`config.mk`:
```
export PLATFORM = sky130hd
export DESIGN_NAME = etp_timer
export DESIGN_NICKNAME = d
export VERILOG_FILES = /design/src/hw/etp_pkg.sv /design/src/hw/etp_prescaler.sv /design/src/hw/etp_timer.sv
export SDC_FILE = /design/constraint.sdc
export NUM_CORES = 1
export LEC_CHECK = 0
export ABC_AREA = 1
export BUFFER_PORTS_ARGS = -buffer_cell sky130_fd_sc_hd__buf_2
export CORE_MARGIN = 2
export CORE_UTILIZATION = 45
export DETAILED_ROUTE_END_ITERATION = 8
export PLACE_DENSITY = 0.73
export REMOVE_ABC_BUFFERS = 1
export SLEW_MARGIN = 20
export SYNTH_ARGS = -nofsm -noshare
export SYNTH_HDL_FRONTEND = slang
export SYNTH_SLANG_ARGS = --single-unit
```
`constraint.sdc`:
```
create_clock -name clk -period 3.6 [get_ports clk]
set_input_delay 0.36 -clock clk [delete_from_list [all_inputs] [get_ports clk]]
set_output_delay 0.36 -clock clk [all_outputs]
set_load 0.01 [all_outputs]
```
`src/hw/etp_pkg.sv`:
```
// Shared constants and types for the eight-bit timer with shared prescaler.
// Assumes a single 50 MHz system clock, four clocks per instruction cycle.
`default_nettype none

package etp_pkg;

    // Clocking
    localparam int CLK_PERIOD_NS  = 20;
    localparam int INSTR_CLKS     = 4;
    localparam logic [1:0] INHIBIT_CYCLES = 2'h2;

    // Bus and data widths
    localparam int ETP_DATA_W     = 32;
    localparam int ETP_ADDR_W     = 8;
    localparam int ETP_COUNT_W    = 8;
    localparam int ETP_PRE_W      = 8;

    // Register byte offsets
    localparam logic [7:0] ETP_OFF_COUNT  = 8'h00;
    localparam logic [7:0] ETP_OFF_OPTION = 8'h04;
    localparam logic [7:0] ETP_OFF_INTCTL = 8'h08;
    localparam logic [7:0] ETP_OFF_CTRL   = 8'h0C;

    // Option register fields
    localparam int ETP_OPT_SRC    = 5;
    localparam int ETP_OPT_EDGE   = 4;
    localparam int ETP_OPT_ASSIGN = 3;
    localparam int ETP_OPT_RATE   = 0;
    localparam int ETP_RATE_W     = 3;

    // Interrupt control register fields
    localparam int ETP_INT_EN     = 5;
    localparam int ETP_INT_FLAG   = 2;

    // Control register fields
    localparam int ETP_CTL_WDTCLR = 0;
    localparam int ETP_CTL_SLEEP  = 1;

    // Values after reset, and the count at which overflow occurs
    localparam logic [7:0] ETP_RST_COUNT  = 8'h00;
    localparam logic [7:0] ETP_RST_OPTION = 8'hFF;
    localparam logic [7:0] ETP_MAX_COUNT  = 8'hFF;

    // Internal phase clocks within one instruction cycle
    typedef enum logic [1:0] {
        ETP_Q1,
        ETP_Q2,
        ETP_Q3,
        ETP_Q4
    } etp_phase_t;

    // Complete state of the timer block
    typedef struct packed {
        etp_phase_t       phase;
        logic [7:0]       count;
        logic [7:0]       option;
        logic             ovfFlag;
        logic             ovfIrqEn;
        logic             sleep;
        logic [1:0]       inhibit;
        logic             extPrev;
        logic             pendEdge;
        logic             syncQ2;
        logic             wdtClr;
        logic [7:0]       addr;
        logic             wrPend;
        logic [31:0]      rdata;
    } etp_state_t;

endpackage : etp_pkg

`default_nettype wire

```
`src/hw/etp_prescaler.sv`:
```
// Shared ripple prescaler: divides a tick stream by a power of two.
// Assumes tick and clear are single-cycle strobes from the timer core.
`default_nettype none

module etp_prescaler #(
    parameter int WIDTH = etp_pkg::ETP_PRE_W
) (
    input  wire logic                          clk,
    input  wire logic                          rst_b,
    input  wire logic                          tick,
    input  wire logic                          clear,
    input  wire logic                          toWdt,
    input  wire logic [etp_pkg::ETP_RATE_W-1:0] rate,
    output logic                               pulse
);
    import etp_pkg::*;

    typedef struct packed {
        logic [WIDTH-1:0] cnt;
        logic             pulse;
    } etp_pre_state_t;

    etp_pre_state_t st;
    etp_pre_state_t nx;

    // Ratio 1:256 needs eight counter bits
    if (WIDTH < 8) begin : g_width_check
        $error("etp_prescaler WIDTH must be at least 8");
    end

    // True when the low k bits of v are all ones
    function automatic logic lowOnes(input logic [WIDTH-1:0] v, input int k);
        logic r;
        r = 1'b1;
        for (int i = 0; i < WIDTH; i++) begin
            if (i < k && !v[i]) begin
                r = 1'b0;
            end
        end
        return r;
    endfunction

    // Count ticks, emit a pulse at the end of each divided period
    always_comb begin
        nx       = st;
        nx.pulse = 1'b0;
        if (clear) begin
            nx.cnt = '0;
        end else if (tick) begin
            nx.cnt = WIDTH'(st.cnt + 1'b1);
            if (toWdt) begin
                nx.pulse = lowOnes(st.cnt, int'(rate));
            end else begin
                nx.pulse = lowOnes(st.cnt, int'(rate) + 1);
            end
        end
    end

    // State register
    always_ff @(posedge clk or negedge rst_b) begin
        if (!rst_b) begin
            st <= '0;
        end else begin
            st <= nx;
        end
    end

    assign pulse = st.pulse;
endmodule : etp_prescaler

`default_nettype wire

```
`src/hw/etp_timer.sv`:
```
// Eight-bit timer/counter with shared prescaler, AHB-Lite register slave.
// Assumes synchronous pin inputs and a watchdog that supplies its base tick.
`default_nettype none

module etp_timer (
    input  wire logic                          clk,
    input  wire logic                          rst_b,
    input  wire logic                          hsel,
    input  wire logic [etp_pkg::ETP_DATA_W-1:0] haddr,
    input  wire logic [1:0]                    htrans,
    input  wire logic                          hwrite,
    input  wire logic [2:0]                    hsize,
    input  wire logic [etp_pkg::ETP_DATA_W-1:0] hwdata,
    input  wire logic                          hready,
    output logic      [etp_pkg::ETP_DATA_W-1:0] hrdata,
    output logic                               hreadyout,
    output logic                               hresp,
    input  wire logic                          extCountPin,
    input  wire logic                          wdtTick,
    output logic                               wdtTickOut,
    output logic                               wdtClear,
    output logic                               irqRequest
);
    import etp_pkg::*;

    etp_state_t st;
    etp_state_t nx;

    logic       instrTick;
    logic       toWdt;
    logic       srcExt;
    logic       wrCount;
    logic       wrOption;
    logic       wrIntctl;
    logic       wrCtrl;
    logic       wrWdtClr;
    logic       edgeRaw;
    logic       srcTick;
    logic       preTick;
    logic       preClear;
    logic       prePulse;
    logic       countEv;
    logic       incNow;
    logic       ovfSet;
    logic       addrPhase;

    // Register read mux over a candidate state
    function automatic logic [31:0] readReg(input logic [7:0] a, input etp_state_t s);
        logic [31:0] r;
        r = 32'h0000_0000;
        case (a)
            ETP_OFF_COUNT:  r[7:0] = s.count;
            ETP_OFF_OPTION: r[7:0] = s.option;
            ETP_OFF_INTCTL: begin
                r[ETP_INT_EN]   = s.ovfIrqEn;
                r[ETP_INT_FLAG] = s.ovfFlag;
            end
            ETP_OFF_CTRL:   r[ETP_CTL_SLEEP] = s.sleep;
            default:        r = 32'h0000_0000;
        endcase
        return r;
    endfunction

    // Shared prescaler
    etp_prescaler #(
        .WIDTH (ETP_PRE_W)
    ) u_pre (
        .clk   (clk),
        .rst_b (rst_b),
        .tick  (preTick),
        .clear (preClear),
        .toWdt (toWdt),
        .rate  (st.option[ETP_OPT_RATE +: ETP_RATE_W]),
        .pulse (prePulse)
    );

    // Next-state logic for phase, counting, flags and bus
    always_comb begin
        nx = st;

        // Four phase clocks make one instruction cycle
        case (st.phase)
            ETP_Q1:  nx.phase = ETP_Q2;
            ETP_Q2:  nx.phase = ETP_Q3;
            ETP_Q3:  nx.phase = ETP_Q4;
            default: nx.phase = ETP_Q1;
        endcase
        instrTick = (st.phase == ETP_Q4);

        // Mode decode
        toWdt  = st.option[ETP_OPT_ASSIGN];
        srcExt = st.option[ETP_OPT_SRC];

        // Data-phase write strobes
        wrCount  = st.wrPend && (st.addr == ETP_OFF_COUNT);
        wrOption = st.wrPend && (st.addr == ETP_OFF_OPTION);
        wrIntctl = st.wrPend && (st.addr == ETP_OFF_INTCTL);
        wrCtrl   = st.wrPend && (st.addr == ETP_OFF_CTRL);
        wrWdtClr = wrCtrl && hwdata[ETP_CTL_WDTCLR];

        // Edge detection on the external count pin
        if (st.option[ETP_OPT_EDGE]) begin
            edgeRaw = st.extPrev && !extCountPin;
        end else begin
            edgeRaw = !st.extPrev && extCountPin;
        end
        nx.extPrev = extCountPin;

        // Source selection and prescaler routing
        srcTick  = srcExt ? edgeRaw : instrTick;
        preTick  = toWdt ? wdtTick : (srcTick && !st.sleep);
        preClear = (wrCount && !toWdt) || (wrWdtClr && toWdt);
        countEv  = (toWdt ? srcTick : prePulse) && !st.sleep;

        // Two-stage capture of external events on Q2 then Q4
        if (srcExt) begin
            nx.pendEdge = countEv || (st.pendEdge && st.phase != ETP_Q2);
            if (st.phase == ETP_Q2) begin
                nx.syncQ2 = st.pendEdge;
            end else if (st.phase == ETP_Q4) begin
                nx.syncQ2 = 1'b0;
            end
        end else begin
            nx.pendEdge = 1'b0;
            nx.syncQ2   = 1'b0;
        end

        // Increment, gated by sleep and the write inhibit window
        incNow = !st.sleep && (st.inhibit == 2'h0) &&
                 (srcExt ? (st.phase == ETP_Q4 && st.syncQ2) : countEv);
        ovfSet = incNow && (st.count == ETP_MAX_COUNT);
        if (instrTick && st.inhibit != 2'h0) begin
            nx.inhibit = st.inhibit - 2'h1;
        end
        if (incNow) begin
            nx.count = st.count + 8'h01;
        end

        // Register writes
        if (wrCount) begin
            nx.count   = hwdata[7:0];
            nx.inhibit = INHIBIT_CYCLES;
        end
        if (wrOption) begin
            nx.option = hwdata[7:0];
        end
        if (wrIntctl) begin
            nx.ovfIrqEn = hwdata[ETP_INT_EN];
        end
        nx.ovfFlag = ovfSet || (wrIntctl ? hwdata[ETP_INT_FLAG] : st.ovfFlag);
        if (wrCtrl) begin
            nx.sleep = hwdata[ETP_CTL_SLEEP];
        end
        nx.wdtClr = wrWdtClr;

        // AHB-Lite address phase capture
        addrPhase = hsel && hready && htrans[1];
        nx.wrPend = 1'b0;
        if (addrPhase) begin
            nx.addr   = haddr[ETP_ADDR_W-1:0];
            nx.wrPend = hwrite;
            if (!hwrite) begin
                nx.rdata = readReg(haddr[ETP_ADDR_W-1:0], nx);
            end
        end
    end

    // State register
    always_ff @(posedge clk or negedge rst_b) begin
        if (!rst_b) begin
            st        <= '0;
            st.phase  <= ETP_Q1;
            st.count  <= ETP_RST_COUNT;
            st.option <= ETP_RST_OPTION;
        end else begin
            st <= nx;
        end
    end

    // Outputs
    assign hrdata     = st.rdata;
    assign hreadyout  = 1'b1;              // Zero wait states
    assign hresp      = 1'b0;              // Always OKAY
    assign wdtTickOut = toWdt ? prePulse : wdtTick;
    assign wdtClear   = st.wdtClr;
    assign irqRequest = st.ovfFlag && st.ovfIrqEn;
endmodule : etp_timer

`default_nettype wire

```
==> results of run 1 <==
logic make-up (layout without fill, tap and decap cells):
group           Yosys count  in the layout  share of synthesized area (%)
other cells               2             26                          0.231
flops                    53             53                           41.1
mux                       2              2                          0.693
fa+ha+maj                11             11                           4.24
xor+xnor                  8              8                           2.16
buf+inv                 100            103                           15.8
compound gates           63             63                           11.5
simple gates            177            177                           24.3
layout make-up:
type | instances | area share (%)
multi-input cells | 287 | 43.4
flip-flops and latches | 53 | 38.9
inverters | 60 | 6.56
repair buffers | 35 | 5.17
well taps | 96 | 3.50
clock buffers | 5 | 2.00
clock inverters | 3 | 0.510
final timing paths:
kind / start / endpoint / slack, ns
worst max-delay path: st[40] / u_pre.st[6] / 1.30
worst min-delay path: rst_b / u_pre.st[3] / -0.006
worst max register to register: st[40] / u_pre.st[6] / 1.30
worst min register to register: st[57] / st[57] / 0.48
max in group asynchronous: rst_b / st[50] / 2.79
min in group clk: extCountPin / st[44] / 0.18
per-layer routing:
| metal | vias up | part of all wire [%] |
|---|---|---|
| met2 | 77 | 46 |
| li1 | 1309 | - |
| met3 | 8 | 5.4 |
| met5 | - | 0 |
| met1 | 1222 | 48 |
| met4 | 0 | 1.1 |
layout by cell type (no fill, tap or decap), types with 2 or more instances in the layout:
cell and count:
o21ai_1 6, dfstp_2 8, nand4_1 2, nand2_2 2, o21ai_2 2, nor2_1 33
dfrtp_1 45, conb_1 26, nand3b_1 2, nand2_1 95, o221ai_1 2, buf_2 34
nor4_2 2, mux2_2 2, o21ai_0 18, a21oi_1 20, o211ai_1 3, a21oi_2 5
inv_2 3, nand3_1 32, nor4_1 2, a21boi_0 3, inv_1 57, nor3_4 2
clkinv_2 2, ha_1 11, clkbuf_8 5, nor3_1 2, o21a_1 2, xnor2_1 2
xor2_1 6
power breakdown:
group | switching (µW) | internal, µW | leakage (µW)
Sequential | 77.2 | 687 | 0.000640
Combinational | 218 | 148 | 0.00114
Clock | 201 | 135 | 0.0000439
Total | 496 | 970 | 0.00183
per-stage QoR:
stage	worst slack, ns	cell area [µm²]	total power [µW]	hold WS (ns)
after detailed placement	1.35	3350	1140	0.356
after global placement	1.35	3350	1120	0.344
after floorplan	1.84	3050	1030	0.0644
final	1.30	3430	1470	-0.00582
after global routing	1.07	3430	1570	0.0347
after CTS	1.29	3430	1470	0.0177
registers in the layout, summed over array words and instances, names as in the netlist:
register,cells
st,34
hrdata,8
u_pre.st,8
srcExt,1
u_pre.pulse,1
wdtClear,1
worst max-delay path, cell delays in order (launching register included):
cell,delay (ns)
dfrtp_1,0.36
nor2_1,0.05
nand2_1,0.13
nor3_4,0.06
nand2_1,0.49
inv_1,0.28
o21ai_1,0.52
o21ai_0,0.16
a21oi_1,0.16
cell usage after synthesis:
master    count  area [µm²]
nand2_1      95         357
inv_1        57         214
dfrtp_1      45        1130
buf_4        34         255
nor2_1       33         124
nand3_1      32         160
a21oi_1      20         100
o21ai_0      18        90.1
ha_1         11         138
dfstp_2       8         210
o21ai_1       6        30.0
xor2_1        6        52.6
a21oi_2       5        43.8
a21boi_0      3        22.5
buf_2         3        15.0
inv_2         3        11.3
o211ai_1      3        22.5
clkbuf_1      2        7.51
conb_1        2        7.51
mux2_2        2        22.5
nand2_2       2        12.5
nand3b_1      2        15.0
nand4_1       2        12.5
nor3_1        2        10.0
nor3_4        2        32.5
nor4_1        2        12.5
nor4_2        2        25.0
o21a_1        2        15.0
o21ai_2       2        17.5
o221ai_1      2        17.5
xnor2_1       2        17.5
and2_1        1        6.26
buf_6         1        11.3
nor3b_2       1        12.5
o22ai_1       1        6.26
o31ai_1       1        7.51
or2_4         1        8.76
==> run metrics, run 1 <==
required time worst endpoint=3.84 ns; Seq cells post-synth=53; clk slew on worst S/H paths=0.09 ns; type of the worst setup path=reg2reg; fraction of layout cells with a size suffix above 1=16.0%; P per Cell Area=427 mW/mm²; Die Span X=89.0 µm; layout net count=529; post-CTS resize count=0; highest net fanout along the worst path=21; Clock Path Buffers=2; Setup TNS=0 ns; crit path time final=2.30 ns; Die ar.=0.00792 mm²; area of the multi-input gates=0.00149 mm²; initial antenna violation count=0; met3 Use GR=3.32%; Worst EP arrival=2.54 ns; Hold Slack=-0.00582 ns; post-synthesis sequential area ratio=41.1%; Residual DRC=0; Area Growth Syn to Fin=5.70%; PortBufs=34; Clk Latency, worst-skew pair=0.32 ns; Syn Std Cell Area=0.00325 mm²; pin count of the biggest net entering global routing=33; Final Hold Vio Count=5; # Post-CTS Setup Buffers=0; cell count after placement=531; Final period util=63.9%; Core ar.=0.00691 mm²; most used routing layer=met2; met1 Usage GRT=21.6%; RD Place Congestion=0.901; CTS H-tree lvls=2; total track usage=16.7%; Top Ports=113; post-layout util=49.7%; FF+latch area=0.00134 mm²; iteration-0 DRC count of the detailed router=122; Filler Cells Inserted=681; clock sinks=53; vias=2,616; number of antenna-violating nets in the routed design=0; placed wire-length estimate=4.79 mm; Worst Tran Pin Value=0.959 ns; Final Non-Filler Cells=539; vias per cell=4.85; TritonCTS Buffers=5; syn avg cell area=7.81 µm²; Post-CTS Hold Fix Bufs=0; Starting Density=47.0%; clock tree root buffer cell=clkbuf_8; row count=30; violations in the final reports=hold timing; Min-Delay Path Class=in2async; Syn Inst Count=416; Setup Viol. Count Final=0; unrepaired setup endpoints after global routing=no; die extent in y=89.0 µm; worst vdd ir=0.000228 V; first-pass GRT wire length=10.2 mm; DRT Pass-1 Iters=4; TritonCTS clock tree=yes; Reg2Reg Depth=8; Routed WL=6.40 mm; Worst Setup End Kind=flip-flop; diode count=0; startpoint class of the critical path=flip-flop; Distinct cells, synth=37; P_leak=0.00183 µW; highest clock rate=435 MHz; GR met2 Demand/Resource=28.4%; yosys warns=0; Worst slew margin=35.9%; Slew Limit Fails=0; Max-Cap Viols=0; status=finished, violations left; vias in the first global route=2,343; clock skew=0.0125 ns; total grt overflow=0; drt wl/cell=11.9 µm
No activity file was read; power rests on OpenSTA's default activity.
==> run 2, diff against run 1 <==
clock period = 2.2 ns   (was 3.6 ns; I/O delays follow)
==> run 2 against run 1 <==
The flow now finishes without violations. Total power increased by 74%. Die area unchanged. Via count decreased by 0.69%. Combinational power increased by 65%. Cell area increased by 2.7%. Worst setup slack got worse by 0.99 ns. Critical path depth increased by 7. Hold slack improved by 0.053 ns. Clock power increased by 110%. Utilization increased by 1.3 points. Sequential power increased by 63%. Sequential share of layout area decreased by 1.0 points.
==> run metrics, run 2 (synthesized netlist as in run 1, its figures left out) <==
Slew Limit Fails=0 (unchanged); Hold Slack=0.0474 ns (was -0.00582 ns); row count=30 (unchanged); vias in the first global route=2,465 (was 2,343); Final period util=86.1% (was 63.9%); fraction of layout cells with a size suffix above 1=16.9% (was 16.0%); placed wire-length estimate=4.74 mm (was 4.79 mm); Worst EP arrival=2.10 ns (was 2.54 ns); P per Cell Area=721 mW/mm² (was 427 mW/mm²); # Post-CTS Setup Buffers=0 (unchanged); Routed WL=6.36 mm (was 6.40 mm); number of antenna-violating nets in the routed design=0 (unchanged); Top Ports=113 (unchanged); clock tree root buffer cell=clkbuf_8 (unchanged); clock skew=0.00302 ns (was 0.0125 ns); Residual DRC=0 (unchanged); max reg flops=34 (unchanged); worst vdd ir=0.000386 V (was 0.000228 V); pin count of the biggest net entering global routing=54 (was 33); Clock Path Buffers=2 (unchanged); PnR worst setup slack=0.306 ns (was 1.30 ns); Min-Delay Path Class=in2reg (was in2async); Core ar.=0.00691 mm² (unchanged); total grt overflow=0 (unchanged); Die Span X=89.0 µm (unchanged); total track usage=17.2% (was 16.7%); most common cell after layout, fill and taps aside=nand2_1 (unchanged); RD Place Congestion=0.896 (was 0.901); Clk Latency, worst-skew pair=0.31 ns (was 0.32 ns); CTS H-tree lvls=2 (unchanged); Setup Viol. Count Final=0 (unchanged); Max-Cap Viols=0 (unchanged); Die ar.=0.00792 mm² (unchanged); vias per cell=4.77 (was 4.85); TritonCTS Buffers=5 (unchanged); Top reg by flops=st (unchanged); Worst slew margin=61.5% (was 35.9%); unrepaired setup endpoints after global routing=no (unchanged); diode count=0 (unchanged); PortBufs=34 (unchanged); TritonCTS clock tree=yes (unchanged); Filler Cells Inserted=684 (was 681); type of the worst setup path=reg2reg (unchanged); Worst Tran Pin Value=0.573 ns (was 0.959 ns); crit path time final=1.89 ns (was 2.30 ns); DRT Pass-1 Iters=5 (was 4); status=finished clean (was finished, violations left); initial antenna violation count=0 (unchanged); die extent in y=89.0 µm (unchanged); first-pass GRT wire length=10.8 mm (was 10.2 mm); iteration-0 DRC count of the detailed router=160 (was 122); clock sinks=53 (unchanged); Area Growth Syn to Fin=8.55% (was 5.70%); Worst Setup End Kind=flip-flop (unchanged); Starting Density=47.0% (unchanged); clk slew on worst S/H paths=0.09 ns (about the same); layout net count=535 (was 529); Setup TNS=0 ns (unchanged); startpoint class of the critical path=flip-flop (unchanged); highest clock rate=528 MHz (was 435 MHz); drt wl/cell=11.7 µm (was 11.9 µm); highest net fanout along the worst path=10 (was 21); P_leak=0.00188 µW (was 0.00183 µW); Final Hold Vio Count=0 (was 5); required time worst endpoint=2.40 ns (was 3.84 ns); vias=2,598 (was 2,616); most frequent cells in the layout=nand2_1 (94), inv_1 (57), dfrtp_1 (45) (was nand2_1 (95), inv_1 (57), dfrtp_1 (45)); pre-CTS setup slack=0.243 ns (was 1.35 ns)
-- run 2: cell types whose count changed in the layout (fill, tap and decap cells not counted), sizes merged --
cell,previous run,this run
bufinv,0,1
clkinv,2,0
buf,35,40
clkbuf,5,7
dlygate4sd3,0,1
clkinvlp,1,0
-- run 2: timing repair --
item / CTS / global route
resized for setup: 0 / 1
endpoints found under the hold margin: 45 / 0
endpoints found under the setup margin: 0 / 5
hold buffers: 1 / 0
-- run 2: area by class of cell --
cell class	count	area, µm²	area share, %
repair buffers	41	238	6.74
well taps	96	120	3.41
clock inverters	1	30.0	0.851
clock buffers	7	86.3	2.45
multi-input cells	287	1490	42.3
flip-flops and latches	53	1340	37.9
inverters	60	225	6.39
-- run 2: worst max-delay path, stage by stage (launching register included) --
cell and delay, ns:
dfrtp_1 0.42, ha_1 0.25, inv_1 0.08, nand2_1 0.07, nand2_1 0.08, nand2_1 0.05, nand2_1 0.09, nand2_2 0.14
nand2_2 0.18, nand2_1 0.07, nand2_1 0.08, nand2_1 0.05, nand3_1 0.06, nand2_1 0.05, nand2_1 0.06, nand2_1 0.06
-- run 2: routing by layer --
metal  wire, µm  share of wire [%]  global-route usage (%)
met1       3020                 47                    22.8
met2       2940                 46                    29.4
met3        336                5.3                    3.14
met4         71                1.1                    4.48
met5          0                  0                       0
-- run 2: stage by stage --
step	instance area (µm²)	instances	utilization, %	total power [µW]
floorplan	3050	400	-	1690
detailed placement	3400	536	49.2	1870
global route	3530	545	51.1	2720
CTS	3520	545	51.0	2560
global placement	3400	536	49.2	1840
finish	3530	545	51.1	2540
-- run 2: power breakdown --
| group | total (µW) | internal, µW | leakage (µW) | switching (µW) |
|---|---|---|---|---|
| logic | 604 | 245 | 0.00118 | 358 |
| registers | 1250 | 1120 | 0.000640 | 125 |
| clock network | 690 | 371 | 0.0000585 | 318 |
| total | 2540 | 1740 | 0.00188 | 802 |
-- run 2: worst paths after layout --
kind | slack, ns | end | cells after the start | from
min in group asynchronous | 0.43 | u_pre.st[1] | 3 | rst_b
setup reg to reg | 0.31 | hrdata[5] | 15 | st[66]
max in group asynchronous | 1.47 | st[57] | 3 | rst_b
hold / removal | 0.05 | st[44] | 1 | extCountPin
hold reg to reg | 0.48 | st[57] | 2 | st[57]
setup / recovery | 0.31 | hrdata[5] | 15 | st[66]
